[src/design/thl_pkg.sv]
// holds shared constants and types of the tag head link and command block
// assumes the fieldbus images are presented as parallel bytes each clock
package thl_pkg;
    // ====================================================================
    // link states, one-hot
    typedef enum logic [4:0] {
        LK_DISCONNECTED = 5'h01,
        LK_CONNECTING   = 5'h02,
        LK_PREFETCH     = 5'h04,
        LK_CONNECTED    = 5'h08,
        LK_ERROR        = 5'h10
    } thl_link_e;

    // command handler states, one-hot
    typedef enum logic [1:0] {
        CS_IDLE = 2'h1,
        CS_READ = 2'h2
    } thl_cmd_e;

    // ====================================================================
    // command codes (bits 6-0 of byte 0)
    localparam logic [6:0] CMD_IDLE       = 7'h00;
    localparam logic [6:0] CMD_WRITE      = 7'h20;
    localparam logic [6:0] CMD_READ       = 7'h21;
    localparam logic [6:0] CMD_CONNECT    = 7'h30;
    localparam logic [6:0] CMD_DISCONNECT = 7'h31;
    localparam logic [6:0] CMD_RECONNECT  = 7'h32;
    localparam logic [6:0] CMD_AUTO_MODE  = 7'h33;

    // auto operation setting, taken from the first parameter byte
    localparam logic [1:0] AUTO_OFF        = 2'h0;
    localparam logic [1:0] AUTO_RECONNECT  = 2'h1;
    localparam logic [1:0] AUTO_DISCONNECT = 2'h2;

    // result codes at input byte 1
    localparam logic [7:0] RES_OK       = 8'h00;
    localparam logic [7:0] RES_NOT_CONN = 8'h01;
    localparam logic [7:0] RES_BAD_CMD  = 8'h02;
    localparam logic [7:0] RES_BAD_LEN  = 8'h03;

    // field layout of byte 0 and constants
    localparam int         TBIT_POS      = 7;
    localparam logic [7:0] BYTE_ZERO     = 8'h00;
    localparam logic [15:0] ONE_BYTE_LEN = 16'h0001;
endpackage

[src/design/thl_head_link.sv]
// holds the link state control and the toggle-bit command handshake of the head
// assumes image bytes are synchronous to CLK_IN and the tag side answers reads
// within the cycle of the read strobe; the prefetch engine itself lies outside
`timescale 1ns/1ps
module thl_head_link
    import thl_pkg::*;
(
    input  wire logic        CLK_IN,
    input  wire logic        RSTN_IN,
    input  wire logic [7:0]  CMD_BYTE0_IN,
    input  wire logic [31:0] CMD_ADDR_IN,
    input  wire logic [15:0] CMD_COUNT_IN,
    input  wire logic [7:0]  CMD_WDATA_IN,
    input  wire logic        ACYC_REQ_IN,
    input  wire logic        TAG_PRESENT_IN,
    input  wire logic        PREFETCH_DONE_IN,
    input  wire logic [7:0]  PREFETCH_DATA_IN,
    input  wire logic [7:0]  TAG_RDATA_IN,
    output logic [7:0]       RSP_BYTE0_OUT,
    output logic [7:0]       RSP_RESULT_OUT,
    output logic [7:0]       RSP_DATA_OUT,
    output logic [7:0]       EVT_DATA_OUT,
    output logic [7:0]       EVT_SPARE_OUT,
    output logic             EVT_STROBE_OUT,
    output logic             ACYC_REJECT_OUT,
    output logic             RF_FIELD_OUT,
    output logic [4:0]       LINK_STATE_OUT,
    output logic             PREFETCH_START_OUT,
    output logic             TAG_WR_OUT,
    output logic             TAG_RD_OUT,
    output logic [31:0]      TAG_ADDR_OUT,
    output logic [7:0]       TAG_WDATA_OUT
);
    // ====================================================================
    // declarations
    thl_link_e   link_q;
    thl_link_e   link_d;
    thl_cmd_e    cmd_q;
    logic [1:0]  auto_q;
    logic        new_cmd;
    logic [6:0]  code;
    logic        connected;

    function automatic logic is_cmd(input logic [6:0] c);
        is_cmd = new_cmd && (code == c);
    endfunction

    // a command is taken when the toggle differs from the last mirrored one
    assign new_cmd   = (cmd_q == CS_IDLE) && (CMD_BYTE0_IN[TBIT_POS] != RSP_BYTE0_OUT[TBIT_POS]);
    assign code      = CMD_BYTE0_IN[6:0];
    assign connected = (link_q == LK_CONNECTED);

    // ====================================================================
    // link state: next value
    always_comb begin
        link_d = link_q;
        case (link_q)
            LK_DISCONNECTED: begin
                if (is_cmd(CMD_CONNECT) || is_cmd(CMD_RECONNECT)) begin
                    link_d = LK_CONNECTING;
                end
            end
            LK_CONNECTING: begin
                if (is_cmd(CMD_DISCONNECT)) begin
                    link_d = LK_DISCONNECTED;
                end else if (TAG_PRESENT_IN) begin
                    link_d = LK_PREFETCH;
                end
            end
            LK_PREFETCH: begin
                // disconnect and reconnect commands are not acted on while the sequence runs
                if (PREFETCH_DONE_IN) begin
                    case (auto_q)
                        AUTO_RECONNECT:  link_d = LK_CONNECTING;
                        AUTO_DISCONNECT: link_d = LK_DISCONNECTED;
                        default:         link_d = LK_CONNECTED;
                    endcase
                end else if (!TAG_PRESENT_IN) begin
                    link_d = LK_CONNECTING;
                end
            end
            LK_CONNECTED: begin
                // sign-off commands win over a tag leaving in the same cycle
                if (is_cmd(CMD_DISCONNECT)) begin
                    link_d = LK_DISCONNECTED;
                end else if (is_cmd(CMD_RECONNECT)) begin
                    link_d = LK_CONNECTING;
                end else if (!TAG_PRESENT_IN) begin
                    link_d = LK_ERROR;
                end
            end
            LK_ERROR: begin
                // only an explicit command leaves error, so no tag signs on by itself
                if (is_cmd(CMD_DISCONNECT)) begin
                    link_d = LK_DISCONNECTED;
                end else if (is_cmd(CMD_RECONNECT)) begin
                    link_d = LK_CONNECTING;
                end
            end
            default: link_d = LK_DISCONNECTED;
        endcase
    end

    // link state register and its mirror
    always_ff @(posedge CLK_IN or negedge RSTN_IN) begin
        if (!RSTN_IN) begin
            link_q         <= LK_DISCONNECTED;
            LINK_STATE_OUT <= LK_DISCONNECTED;
        end else begin
            link_q         <= link_d;
            LINK_STATE_OUT <= link_d;
        end
    end

    // rf field follows the next link state so it drops with the state change
    always_ff @(posedge CLK_IN or negedge RSTN_IN) begin
        if (!RSTN_IN) begin
            RF_FIELD_OUT <= 1'b0;
        end else begin
            RF_FIELD_OUT <= (link_d != LK_DISCONNECTED) && (link_d != LK_ERROR);
        end
    end

    // prefetch kick on entry to the prefetch phase
    always_ff @(posedge CLK_IN or negedge RSTN_IN) begin
        if (!RSTN_IN) begin
            PREFETCH_START_OUT <= 1'b0;
        end else begin
            PREFETCH_START_OUT <= (link_q == LK_CONNECTING) && (link_d == LK_PREFETCH);
        end
    end

    // ====================================================================
    // event channel, separate from the reply image
    always_ff @(posedge CLK_IN or negedge RSTN_IN) begin
        if (!RSTN_IN) begin
            EVT_DATA_OUT   <= BYTE_ZERO;
            EVT_SPARE_OUT  <= BYTE_ZERO;
            EVT_STROBE_OUT <= 1'b0;
        end else begin
            EVT_SPARE_OUT  <= BYTE_ZERO;
            EVT_STROBE_OUT <= (link_q == LK_PREFETCH) && PREFETCH_DONE_IN;
            if ((link_q == LK_PREFETCH) && PREFETCH_DONE_IN) begin
                EVT_DATA_OUT <= PREFETCH_DATA_IN;
            end
        end
    end

    // acyclic services are never served, each one is answered with a reject
    always_ff @(posedge CLK_IN or negedge RSTN_IN) begin
        if (!RSTN_IN) begin
            ACYC_REJECT_OUT <= 1'b0;
        end else begin
            ACYC_REJECT_OUT <= ACYC_REQ_IN;
        end
    end

    // auto operation setting
    always_ff @(posedge CLK_IN or negedge RSTN_IN) begin
        if (!RSTN_IN) begin
            auto_q <= AUTO_OFF;
        end else if (is_cmd(CMD_AUTO_MODE)) begin
            auto_q <= CMD_ADDR_IN[25:24]; // first parameter byte, low bits
        end
    end

    // ====================================================================
    // tag access strobes; address arrives most significant byte first
    always_ff @(posedge CLK_IN or negedge RSTN_IN) begin
        if (!RSTN_IN) begin
            TAG_WR_OUT    <= 1'b0;
            TAG_RD_OUT    <= 1'b0;
            TAG_ADDR_OUT  <= '0;
            TAG_WDATA_OUT <= BYTE_ZERO;
        end else begin
            TAG_WR_OUT <= is_cmd(CMD_WRITE) && connected && (CMD_COUNT_IN == ONE_BYTE_LEN);
            TAG_RD_OUT <= is_cmd(CMD_READ) && connected && (CMD_COUNT_IN == ONE_BYTE_LEN);
            if (new_cmd) begin
                TAG_ADDR_OUT  <= CMD_ADDR_IN;
                TAG_WDATA_OUT <= CMD_WDATA_IN;
            end
        end
    end

    // command handler: a read waits one cycle for tag data before replying
    always_ff @(posedge CLK_IN or negedge RSTN_IN) begin
        if (!RSTN_IN) begin
            cmd_q <= CS_IDLE;
        end else begin
            case (cmd_q)
                CS_IDLE: begin
                    if (is_cmd(CMD_READ) && connected && (CMD_COUNT_IN == ONE_BYTE_LEN)) begin
                        cmd_q <= CS_READ;
                    end
                end
                CS_READ: cmd_q <= CS_IDLE;
                default: cmd_q <= CS_IDLE;
            endcase
        end
    end

    // reply image; toggle mirrored only once the command has finished
    always_ff @(posedge CLK_IN or negedge RSTN_IN) begin
        if (!RSTN_IN) begin
            RSP_BYTE0_OUT  <= BYTE_ZERO;
            RSP_RESULT_OUT <= RES_OK;
            RSP_DATA_OUT   <= BYTE_ZERO;
        end else if (cmd_q == CS_READ) begin
            RSP_BYTE0_OUT  <= CMD_BYTE0_IN;
            RSP_RESULT_OUT <= RES_OK;
            RSP_DATA_OUT   <= TAG_RDATA_IN;
        end else if (new_cmd && !(is_cmd(CMD_READ) && connected && (CMD_COUNT_IN == ONE_BYTE_LEN))) begin
            RSP_BYTE0_OUT <= CMD_BYTE0_IN;
            RSP_DATA_OUT  <= BYTE_ZERO;
            case (code)
                CMD_IDLE, CMD_CONNECT, CMD_DISCONNECT, CMD_RECONNECT, CMD_AUTO_MODE:
                    RSP_RESULT_OUT <= RES_OK;
                CMD_WRITE, CMD_READ:
                    RSP_RESULT_OUT <= !connected ? RES_NOT_CONN :
                                      (CMD_COUNT_IN != ONE_BYTE_LEN) ? RES_BAD_LEN : RES_OK;
                default:
                    RSP_RESULT_OUT <= RES_BAD_CMD;
            endcase
        end
    end
endmodule

[config.mk]
export PLATFORM = sky130hd
export DESIGN_NAME = thl_head_link
export DESIGN_NICKNAME = d
export VERILOG_FILES = /design/src/design/thl_pkg.sv /design/src/design/thl_head_link.sv
export SDC_FILE = /design/constraint.sdc
export NUM_CORES = 1
export LEC_CHECK = 0
export CORE_MARGIN = 4
export CORE_UTILIZATION = 65
export DETAILED_ROUTE_END_ITERATION = 8
export DONT_BUFFER_PORTS = 1
export GPL_ROUTABILITY_DRIVEN = 0
export GPL_TIMING_DRIVEN = 0
export MAX_ROUTING_LAYER = met4
export PLACE_DENSITY_LB_ADDON = 0.25
export SLEW_MARGIN = 20
export SYNTH_ARGS = -nofsm -noshare
export SYNTH_HDL_FRONTEND = slang
export SYNTH_SLANG_ARGS = --single-unit
[constraint.sdc]
create_clock -name CLK_IN -period 4 [get_ports CLK_IN]
set_clock_uncertainty 0.2 [all_clocks]
set_input_delay 0.4 -clock CLK_IN [delete_from_list [all_inputs] [get_ports CLK_IN]]
set_output_delay 0.4 -clock CLK_IN [all_outputs]
set_load 0.03 [all_outputs]
; Word-level counts from Yosys, hierarchy flattened
; Cells that the tools add are included.
[totals]
input_bits = 85
word_cells = 81
register_bits = 87
[op_classes]
mux = 23
reduce_logical = 21
eq_ne = 22
[ops]
columns = op, n
row1 = 2-to-1 mux 5 bit, 10
row2 = 2-to-1 mux 8 bit, 6
row3 = == test 7 x 6 -> 1 bit (second input constant), 6
row4 = one-hot mux 5 bit (5 select lines), 1
row5 = == test 16 x 1 -> 1 bit (second input constant), 1
row6 = inequality test 16 x 1 -> 1 bit (second input constant), 1
row7 = logical AND 1 bit, 15
row8 = == test 5 x 3 -> 1 bit (second input constant), 2
row9 = 2-to-1 mux 2 bit, 4
row10 = one-hot mux 4 bit (2 select lines), 1
row11 = logical NOT 7 bit, 1
row12 = == test 5 x 1 -> 1 bit (second input constant), 1
row13 = == test 5 x 2 -> 1 bit (second input constant), 1
row14 = == test 5 x 4 -> 1 bit (second input constant), 1
row15 = == test 5 bit (second input constant), 1
row16 = inequality test 5 x 1 -> 1 bit (second input constant), 1
row17 = inequality test 5 bit (second input constant), 1
row18 = OR reduction 5 bit, 1
row19 = == test 2 x 1 -> 1 bit (second input constant), 2
row20 = == test 2 bit (second input constant), 2
row21 = one-hot mux 2 bit (2 select lines), 1
row22 = inequality test 2 x 1 -> 1 bit (second input constant), 1
row23 = nonzero test 2 bit, 1
row24 = OR reduction 2 bit, 1
row25 = other kinds (3), 3

; Longest topological paths before layout
; Gate-level depths: netlist (run 1).
[depth]
word_depth = 9
depth_mapped = 7
ltp_nobuf = 7

; Worst setup path before layout (run 1)
; OpenSTA, ideal clock, no wires.
[synth_timing]
kind = input -> register
from = input port CMD_BYTE0_IN[3]
to = register RSP_BYTE0_OUT[5]
arrival_ns = 2.220
required_time_ns = 3.675
cell_stages = 6
slack_ns = 1.455
cell_sequence = or4b_4 > or3_4 > o41a_4 > nor2_8 > buf_12 > mux2_4
[synth_via]
elab_chain_len = 7
[synth_rtl]
columns = item, line
row1 = "start, declared", thl_head_link.sv:10  ; input wire logic [7:0] CMD_BYTE0_IN,
row2 = == test 7 x 6 -> 1 bit, thl_head_link.sv:45  ; is_cmd = new_cmd && (code == c);
row3 = logical AND 1 bit, thl_head_link.sv:45
row4 = logical AND 1 bit (2 in a row), thl_head_link.sv:212  ; end else if (new_cmd && !(is_cmd(CMD_READ) && connected && (CMD_COUNT_IN == ONE_BYTE_LEN))) begin
row5 = logical NOT 1 bit, thl_head_link.sv:212
row6 = logical AND 1 bit, thl_head_link.sv:212
row7 = nonzero test 2 bit (no line), --
row8 = "end signal, assigned", thl_head_link.sv:205  ; RSP_BYTE0_OUT <= BYTE_ZERO;
row9 = "end signal, assigned", thl_head_link.sv:209  ; RSP_BYTE0_OUT <= CMD_BYTE0_IN;
row10 = "end signal, assigned", thl_head_link.sv:213  ; RSP_BYTE0_OUT <= CMD_BYTE0_IN;
row11 = "end, declared", thl_head_link.sv:19  ; output logic [7:0] RSP_BYTE0_OUT,
; Every way passes these cells.
; A chain may end at the register's enable or synchronous reset.

; Final worst setup path (run 1)
[layout_timing]
from = register link_q[1]
to = register RSP_BYTE0_OUT[6]
[layout_via]
elab_chain_len = 6
[layout_rtl]
columns = item, line
row1 = "start, declared", thl_head_link.sv:36  ; thl_link_e link_q;
row2 = "start signal, assigned", thl_head_link.sv:110  ; link_q <= link_d;
row3 = == test 5 x 4 -> 1 bit, --
row4 = logical AND 1 bit (2 in a row), thl_head_link.sv:212
row5 = logical NOT 1 bit, thl_head_link.sv:212
row6 = logical AND 1 bit, thl_head_link.sv:212
row7 = nonzero test 2 bit (no line), --
; Every way passes these cells.

==> results of run 1 <==
registers in the layout, indices dropped and copies added, names as in the netlist:
register / count
TAG_WDATA_OUT: 8
TAG_ADDR_OUT: 32
cmd_q: 2
ACYC_REJECT_OUT: 1
EVT_STROBE_OUT: 1
PREFETCH_START_OUT: 1
RSP_DATA_OUT: 8
RSP_RESULT_OUT: 2
link_q: 5
RSP_BYTE0_OUT: 8
TAG_RD_OUT: 1
auto_q: 2
EVT_DATA_OUT: 8
TAG_WR_OUT: 1
RF_FIELD_OUT: 1
logic make-up (layout without fill, tap and decap cells):
logic type	count (synthesis)	in the layout	synth area share, %
AO/OA/AOI/OAI	35	35	7.77
XOR/XNOR	3	3	0.748
adder cells (fa/ha/maj)	2	2	0.712
buffers and inverters	36	117	5.81
flip-flops	81	81	57.8
multiplexers	55	55	17.8
other	1	14	0.107
AND/OR/NAND/NOR	56	56	9.23
through the flow:
step | setup slack [ps] | power [mW] | utilization (%)
2_1_floorplan | 1450 | 2.31 | -
3_3_place_gp | 1280 | 2.43 | 70.5
4_1_cts | 1210 | 3.20 | 87.5
3_5_place_dp | 1230 | 2.47 | 70.5
5_1_grt | 998 | 3.40 | 87.9
6_report | 1060 | 3.28 | 87.9
cells in the final DEF, fill, tap and decap left out, types with 2 or more instances in the layout:
cell type       n
a211oi_1        2
a21oi_1         2
a22o_1          8
a311oi_1        3
and3_1          6
buf_4          14
bufinv_16       2
clkbuf_1        9
clkbuf_8       10
conb_1         14
dfrtp_1        79
dfstp_2         2
dlygate4sd3_1  64
ha_1            2
inv_1          11
mux2_2         53
mux2_4          2
nand2_1        13
nand2b_1        3
nand3_1         3
nor2_1         10
nor2b_1         3
nor3_1          5
nor4_1          4
o211ai_1        3
o21ai_0         7
o22ai_1         2
xor2_1          2
final timing paths:
check,endpoint,slack (ps),depth (start not counted),startpoint
max,RSP_BYTE0_OUT[6]$_DFFE_PN0P_,1060,7,link_q[1]$_DFF_PN0_
min,TAG_WDATA_OUT[5]$_DFFE_PN0P_,3,1,CMD_WDATA_IN[5]
max reg2reg,RSP_BYTE0_OUT[6]$_DFFE_PN0P_,1060,7,link_q[1]$_DFF_PN0_
min reg2reg,auto_q[0]$_DFFE_PN0P_,390,2,auto_q[0]$_DFFE_PN0P_
max in group asynchronous,link_q[0]$_DFF_PN1_,2880,2,RSTN_IN
min in group asynchronous,RSP_BYTE0_OUT[6]$_DFFE_PN0P_,360,2,RSTN_IN
layer usage:
metal | vias up | part of all wire, % | GRT usage [%]
li1 | 1103 | - | -
met1 | 1323 | 34 | 35.1
met2 | 231 | 50 | 52.9
met3 | 64 | 11 | 10.7
met4 | 0 | 5.4 | 22.6
met5 | - | 0 | -
power by group through the flow:
stage                     Sequential, mW  Clock, mW  Combinational, mW
after CTS                           1.81      0.681              0.716
after global routing                1.85      0.734              0.812
after floorplan                     1.75          0              0.563
after detailed placement            1.82          0              0.649
after global placement              1.81          0              0.619
final                               1.82      0.696              0.760
area by class of cell:
cell class | count | area [µm²]
Clock buffer | 10 | 138
Sequential cell | 81 | 2030
Inverter | 11 | 41.3
Tap cell | 70 | 87.6
Fill cell | 215 | 628
Clock inverter | 6 | 90.1
Timing Repair Buffer | 65 | 668
Multi-Input combinational cell | 165 | 1330
Buffer | 25 | 163
worst reg2reg max path, cell delays in order, from the launching register on:
cell,delay (ps)
dfrtp_1,500
clkbuf_1,260
nor3_1,380
nand3_1,280
o41a_4,570
nor2_8,180
buf_12,160
mux2_4,300
==> summary.txt, run 1 <==
Timing
  – RSZ-0062 raised after global routing: false
  – Fin Hold WS: 3.39 ps
  – Final setup viols: 0
  – Final hold violation count: 0
  – Final min period: 2940 ps
  – Fin. max-slew vios: 0
  – Worst-Margin Slew: around 620 ps
  – Setup_tns: 0 ps
  – Fin crit share: 73.4%
  – Max Clock Freq: 0.340 GHz
  – Slew HR: 58.4%

Synth
  – Post-synth top cells: 79 x dfrtp_1, 53 x mux2_2, 14 x buf_4
  – Count leader, synth: dfrtp_1
  – Sequential area share after synthesis: 57.8%
  – Syn_area_per_cell: about 13 µm²
  – Ys flop type: dfrtp_1
  – Netlist Area Pre-Place: between 0.003 and 0.004 mm²
  – Synth top area cells: dfrtp_1 56%, mux2_2 17%, buf_4 3.0%, a22o_1 2.0%, dfstp_2 1.5%
  – Post-synth EDFFs: 0
  – Yosys top cell by area: dfrtp_1
  – Yosys warns: 0
  – Synth Instances: 269
  – Synth top area share: 56.3%
  – Number of synthesized register bits: 81
  – Async SR Flop Fraction: 100%
  – Synth cell types: 45

Placed design
  – I/O Buffers: 0
  – Dpl hpwl: 5.57 mm
  – Dpl cell area: 0.00365 mm²
  – DP Cell Count: 352

Clock network
  – Clock buffers created by TritonCTS: 9
  – Root Driver: clkbuf_8
  – Post-CTS Setup Inserts: 0
  – Depth of the CTS H-tree: 3
  – Clock Latency Late Sink: 370 ps
  – Worst-path clk slew: 90 ps
  – Worst-case clock buffer depth: 2
  – # clock sinks: 81
  – Post-cts sizing count: 0
  – CTS tree: yes
  – Hold_buf cts: 63

Global route
  – Total GRT Usage: 33.2%
  – First-pass GRT wire length: ~15 mm
  – Number of antenna violations at the first check in global routing: 0
  – Vias in the first global route: 2912
  – GRT overflow: 0
  – Largest net degree at the start of global routing: 82

Route
  – Drt wl/cell: ~24 µm
  – First DRT Iteration DRCs: 221
  – Routed Wire Length: 10.4 mm
  – Router iterations before antenna repair: 5
  – Vias per cell: 6.28
  – Vias: 2721
  – Antenna Nets Post-Route: 0
  – DRC: 0

Setup path
  – Worst Path Required: 4060 ps
  – Setup CP Type: reg -> reg
  – Buf/Inv on CP: 2
  – CP Cell Sequence: clkbuf_1 -> nor3_1 -> nand3_1 -> o41a_4 -> nor2_8 -> buf_12 -> mux2_4
  – Top delay family on crit path: simple AND/OR/NAND/NOR gates
  – CP Launch Type: flop
  – Slowest-stage cell, CP: o41a_4
  – WP data arrival: approximately 3000 ps
  – CP max FO: 10
  – Worst path max stage delay: 570 ps
  – Critical Path End Type: flop

Cells and area
  – Non-Filler Instances: 433
  – Antenna cells: 0
  – Post-route cell area: 0.00454 mm²
  – Nets@finish: around 450
  – P&R area growth vs syn: 29.4%
  – Share of cells above drive strength 1: 26.4%

Power
  – Clk pwr share: about a fifth
  – Leak: 2.10 nW
  – Psw: approximately 1.4 mW
  – Cell Int Power: 1.86 mW
  – Cell Pwr Density: 722 mW/mm²
  – Comb pwr share: 23.2%
  – Peak VDD IR: 0.568 mV
  – Sw Ratio: 43.2%
  – Seq pwr share: 55.6%

Die
  – Row Count: 26
  – Die W: roughly 82 µm
  – Core area: 0.00517 mm²
  – Chip Height: ~82 µm
  – Ports: between 150 and 200
  – DIE AREA: 0.00664 mm²
  – Starting Density: 67.9%

Run status
  – Outcome: finished clean

Hold path
  – Hold crit path type: in -> reg

Flow run
  – MaxCap Viol Count: 0
Note: power is estimated with default switching activity, not from simulation.
==> inputs of run 2 (changes only) <==
Settings changed: CORE_UTILIZATION 65 to 62.
Clock period 4 ns to 2.9 ns, I/O delays scaled along.
==> run 2 against run 1 <==
  * First-iteration DRC count is 4.5% lower
  * Cell count grew 1.2%
  * Combinational power is 36% higher
  * Die area is 4.4% higher
  * Critical path depth stayed put
  * Highest routed layer unchanged
  * Register-to-register slack worse by 870 ps
  * Via count fell by 10%
  * Core utilization is 5.1 points lower
  * Clock power grew 21%
  * Routed wire length decreased by 15%
==> summary.txt, run 2 (synthesized netlist as in run 1, its figures left out) <==
Die
  – Starting Density: 63.8% (was 67.9%)
  – Die W: 83.3 µm (was 81.5 µm)
  – Ports: 176 (unchanged)
  – DIE AREA: 0.00693 mm² (was 0.00664 mm²)
  – Chip Height: 83.3 µm (was 81.5 µm)
  – Row Count: 27 (was 26)
  – Core area: 0.00551 mm² (was 0.00517 mm²)

Cells and area
  – Most frequent cells in the layout: 79 x dfrtp_1, 67 x dlygate4sd3_1, 53 x mux2_2 (was 79 x dfrtp_1, 64 x dlygate4sd3_1, 53 x mux2_2)
  – Post-route cell area: 0.00456 mm² (was 0.00454 mm²)
  – Nets@finish: 448 (was 445)
  – Share of cells above drive strength 1: 26.8% (was 26.4%)
  – P&R area growth vs syn: 29.7% (was 29.4%)
  – Max reg flops: 32 (unchanged)
  – Fillcell total: 299 (was 215)
  – Antenna cells: 0 (unchanged)
  – Commonest non-fill, non-tap cell in the layout: dfrtp_1 (unchanged)
  – Register bank with the most flops: TAG_ADDR_OUT (unchanged)
  – Non-Filler Instances: 438 (was 433)

Route
  – Vias: 2445 (was 2721)
  – Vias per cell: 5.58 (was 6.28)
  – Router iterations before antenna repair: 4 (was 5)
  – Routed Wire Length: 8.80 mm (was 10.4 mm)
  – DRC: 0 (unchanged)
  – Drt wl/cell: 20.1 µm (was 24.0 µm)
  – Antenna Nets Post-Route: 0 (unchanged)
  – First DRT Iteration DRCs: 211 (was 221)

Setup path
  – Buf/Inv on CP: 2 (unchanged)
  – Worst path max stage delay: 550 ps (was 570 ps)
  – Setup CP Type: reg -> reg (unchanged)
  – Worst Path Required: 2940 ps (was 4060 ps)
  – Top delay family on crit path: simple AND/OR/NAND/NOR gates (unchanged)
  – Slowest-stage cell, CP: o41a_4 (unchanged)
  – CP max FO: 10 (unchanged)
  – WP data arrival: 2750 ps (was 3000 ps)
  – Critical Path End Type: flop (unchanged)
  – CP Cell Sequence: clkbuf_1 -> nor3_2 -> nand3_1 -> o41a_4 -> nor2_8 -> buf_12 -> mux2_4 (was clkbuf_1 -> nor3_1 -> nand3_1 -> o41a_4 -> nor2_8 -> buf_12 -> mux2_4)
  – CP Launch Type: flop (unchanged)

Clock network
  – Clock Latency Late Sink: 360 ps (was 370 ps)
  – CTS tree: yes (unchanged)
  – Clock buffers created by TritonCTS: 9 (unchanged)
  – Post-CTS Setup Inserts: 0 (unchanged)
  – # clock sinks: 81 (unchanged)
  – Worst-case clock buffer depth: 2 (unchanged)
  – Worst-path clk slew: 90 ps (about the same)
  – Root Driver: clkbuf_8 (unchanged)
  – Depth of the CTS H-tree: 3 (unchanged)

Hold path
  – Hold crit path type: in -> reg (unchanged)

Timing
  – Final hold violation count: 0 (unchanged)
  – Final setup viols: 0 (unchanged)
  – Worst-Margin Slew: 603 ps (was 623 ps)
  – Slew HR: 59.7% (was 58.4%)
  – Setup_tns: 0 ps (unchanged)
  – RSZ-0062 raised after global routing: false (unchanged)
  – Final min period: 2700 ps (was 2940 ps)
  – Fin crit share: 93.3% (was 73.4%)
  – Fin Hold WS: 22.0 ps (was 3.39 ps)
  – Fin. max-slew vios: 0 (unchanged)
  – Max Clock Freq: 0.370 GHz (was 0.340 GHz)

Power
  – Cell Pwr Density: 959 mW/mm² (was 722 mW/mm²)
  – Peak VDD IR: 0.758 mV (was 0.568 mV)
  – Pwr Total: 4.37 mW (was 3.28 mW)
  – Leak: 2.10 nW (about the same)

Global route
  – Number of antenna violations at the first check in global routing: 0 (unchanged)
  – Largest net degree at the start of global routing: 82 (unchanged)
  – Vias in the first global route: 2568 (was 2912)
  – GRT overflow: 0 (unchanged)
  – First-pass GRT wire length: 13.6 mm (was 15.4 mm)
  – Total GRT Usage: 26.0% (was 33.2%)

Run status
  – Outcome: finished clean (unchanged)

Placed design
  – Dpl hpwl: 5.53 mm (was 5.57 mm)
  – DP Cell Count: 354 (was 352)
  – I/O Buffers: 0 (unchanged)
  – Dpl cell area: 0.00365 mm² (about the same)

Flow run
  – MaxCap Viol Count: 0 (unchanged)
-- run 2: worst register-to-register path, cell delays in order (launching register included) --
cell	delay [ps]
dfrtp_1	500
clkbuf_1	250
nor3_2	270
nand3_1	210
o41a_4	560
nor2_8	160
buf_12	150
mux2_4	300
-- run 2: area by class of cell --
cell class / count / area (µm²) / share of cell area (%)
Clock inverter: 7 / 77.6 / 1.70
Tap cell: 72 / 90.1 / 1.98
Inverter: 11 / 41.3 / 0.906
Clock buffer: 9 / 124 / 2.72
Sequential cell: 81 / 2030 / 44.5
Timing Repair Buffer: 68 / 698 / 15.3
Multi-Input combinational cell: 165 / 1330 / 29.2
Buffer: 25 / 164 / 3.60
-- run 2: worst paths after layout --
check | startpoint | end | slack (ps) | cells past startpoint
max | link_q[1]$_DFF_PN0_ | RSP_BYTE0_OUT[6]$_DFFE_PN0P_ | 200 | 7
min | CMD_BYTE0_IN[5] | RSP_RESULT_OUT[1]$_DFFE_PN0P_ | 20 | 3
max reg2reg | link_q[1]$_DFF_PN0_ | RSP_BYTE0_OUT[6]$_DFFE_PN0P_ | 200 | 7
min reg2reg | auto_q[1]$_DFFE_PN0P_ | auto_q[1]$_DFFE_PN0P_ | 380 | 2
max in group asynchronous | RSTN_IN | link_q[0]$_DFF_PN1_ | 1890 | 2
min in group asynchronous | RSTN_IN | TAG_ADDR_OUT[19]$_DFFE_PN0P_ | 280 | 2
-- run 2: timing repair --
| action | 4_1_cts | 5_1_grt |
|---|---|---|
| gates resized for setup | 0 | 2 |
| endpoints found under the setup margin | 0 | 6 |
| hold endpoints to repair | 152 | 0 |
| hold buffers | 68 | 0 |
-- run 2: through the flow --
| stage | utilization (%) | setup slack [ps] |
|---|---|---|
| 2_1_floorplan | - | 363 |
| 3_3_place_gp | 66.3 | 155 |
| 3_5_place_dp | 66.3 | 127 |
| 4_1_cts | 82.6 | 110 |
| 5_1_grt | 82.8 | 51.2 |
| 6_report | 82.8 | 196 |
-- run 2: metal layers --
layer  share of wire, %  vias up  track usage, %
li1                   -     1118               -
met1                 37     1190            29.0
met2                 53      123            43.3
met3                8.4       14            7.94
met4                2.4        0            11.0
met5                  0        -               -
-- run 2: power by group --
part           internal, mW  switching [mW]  total [mW]  leakage, nW
combinational         0.579           0.446        1.03         1.01
sequential             1.48            1.02        2.50        0.997
clock                 0.405           0.438       0.843       0.0938
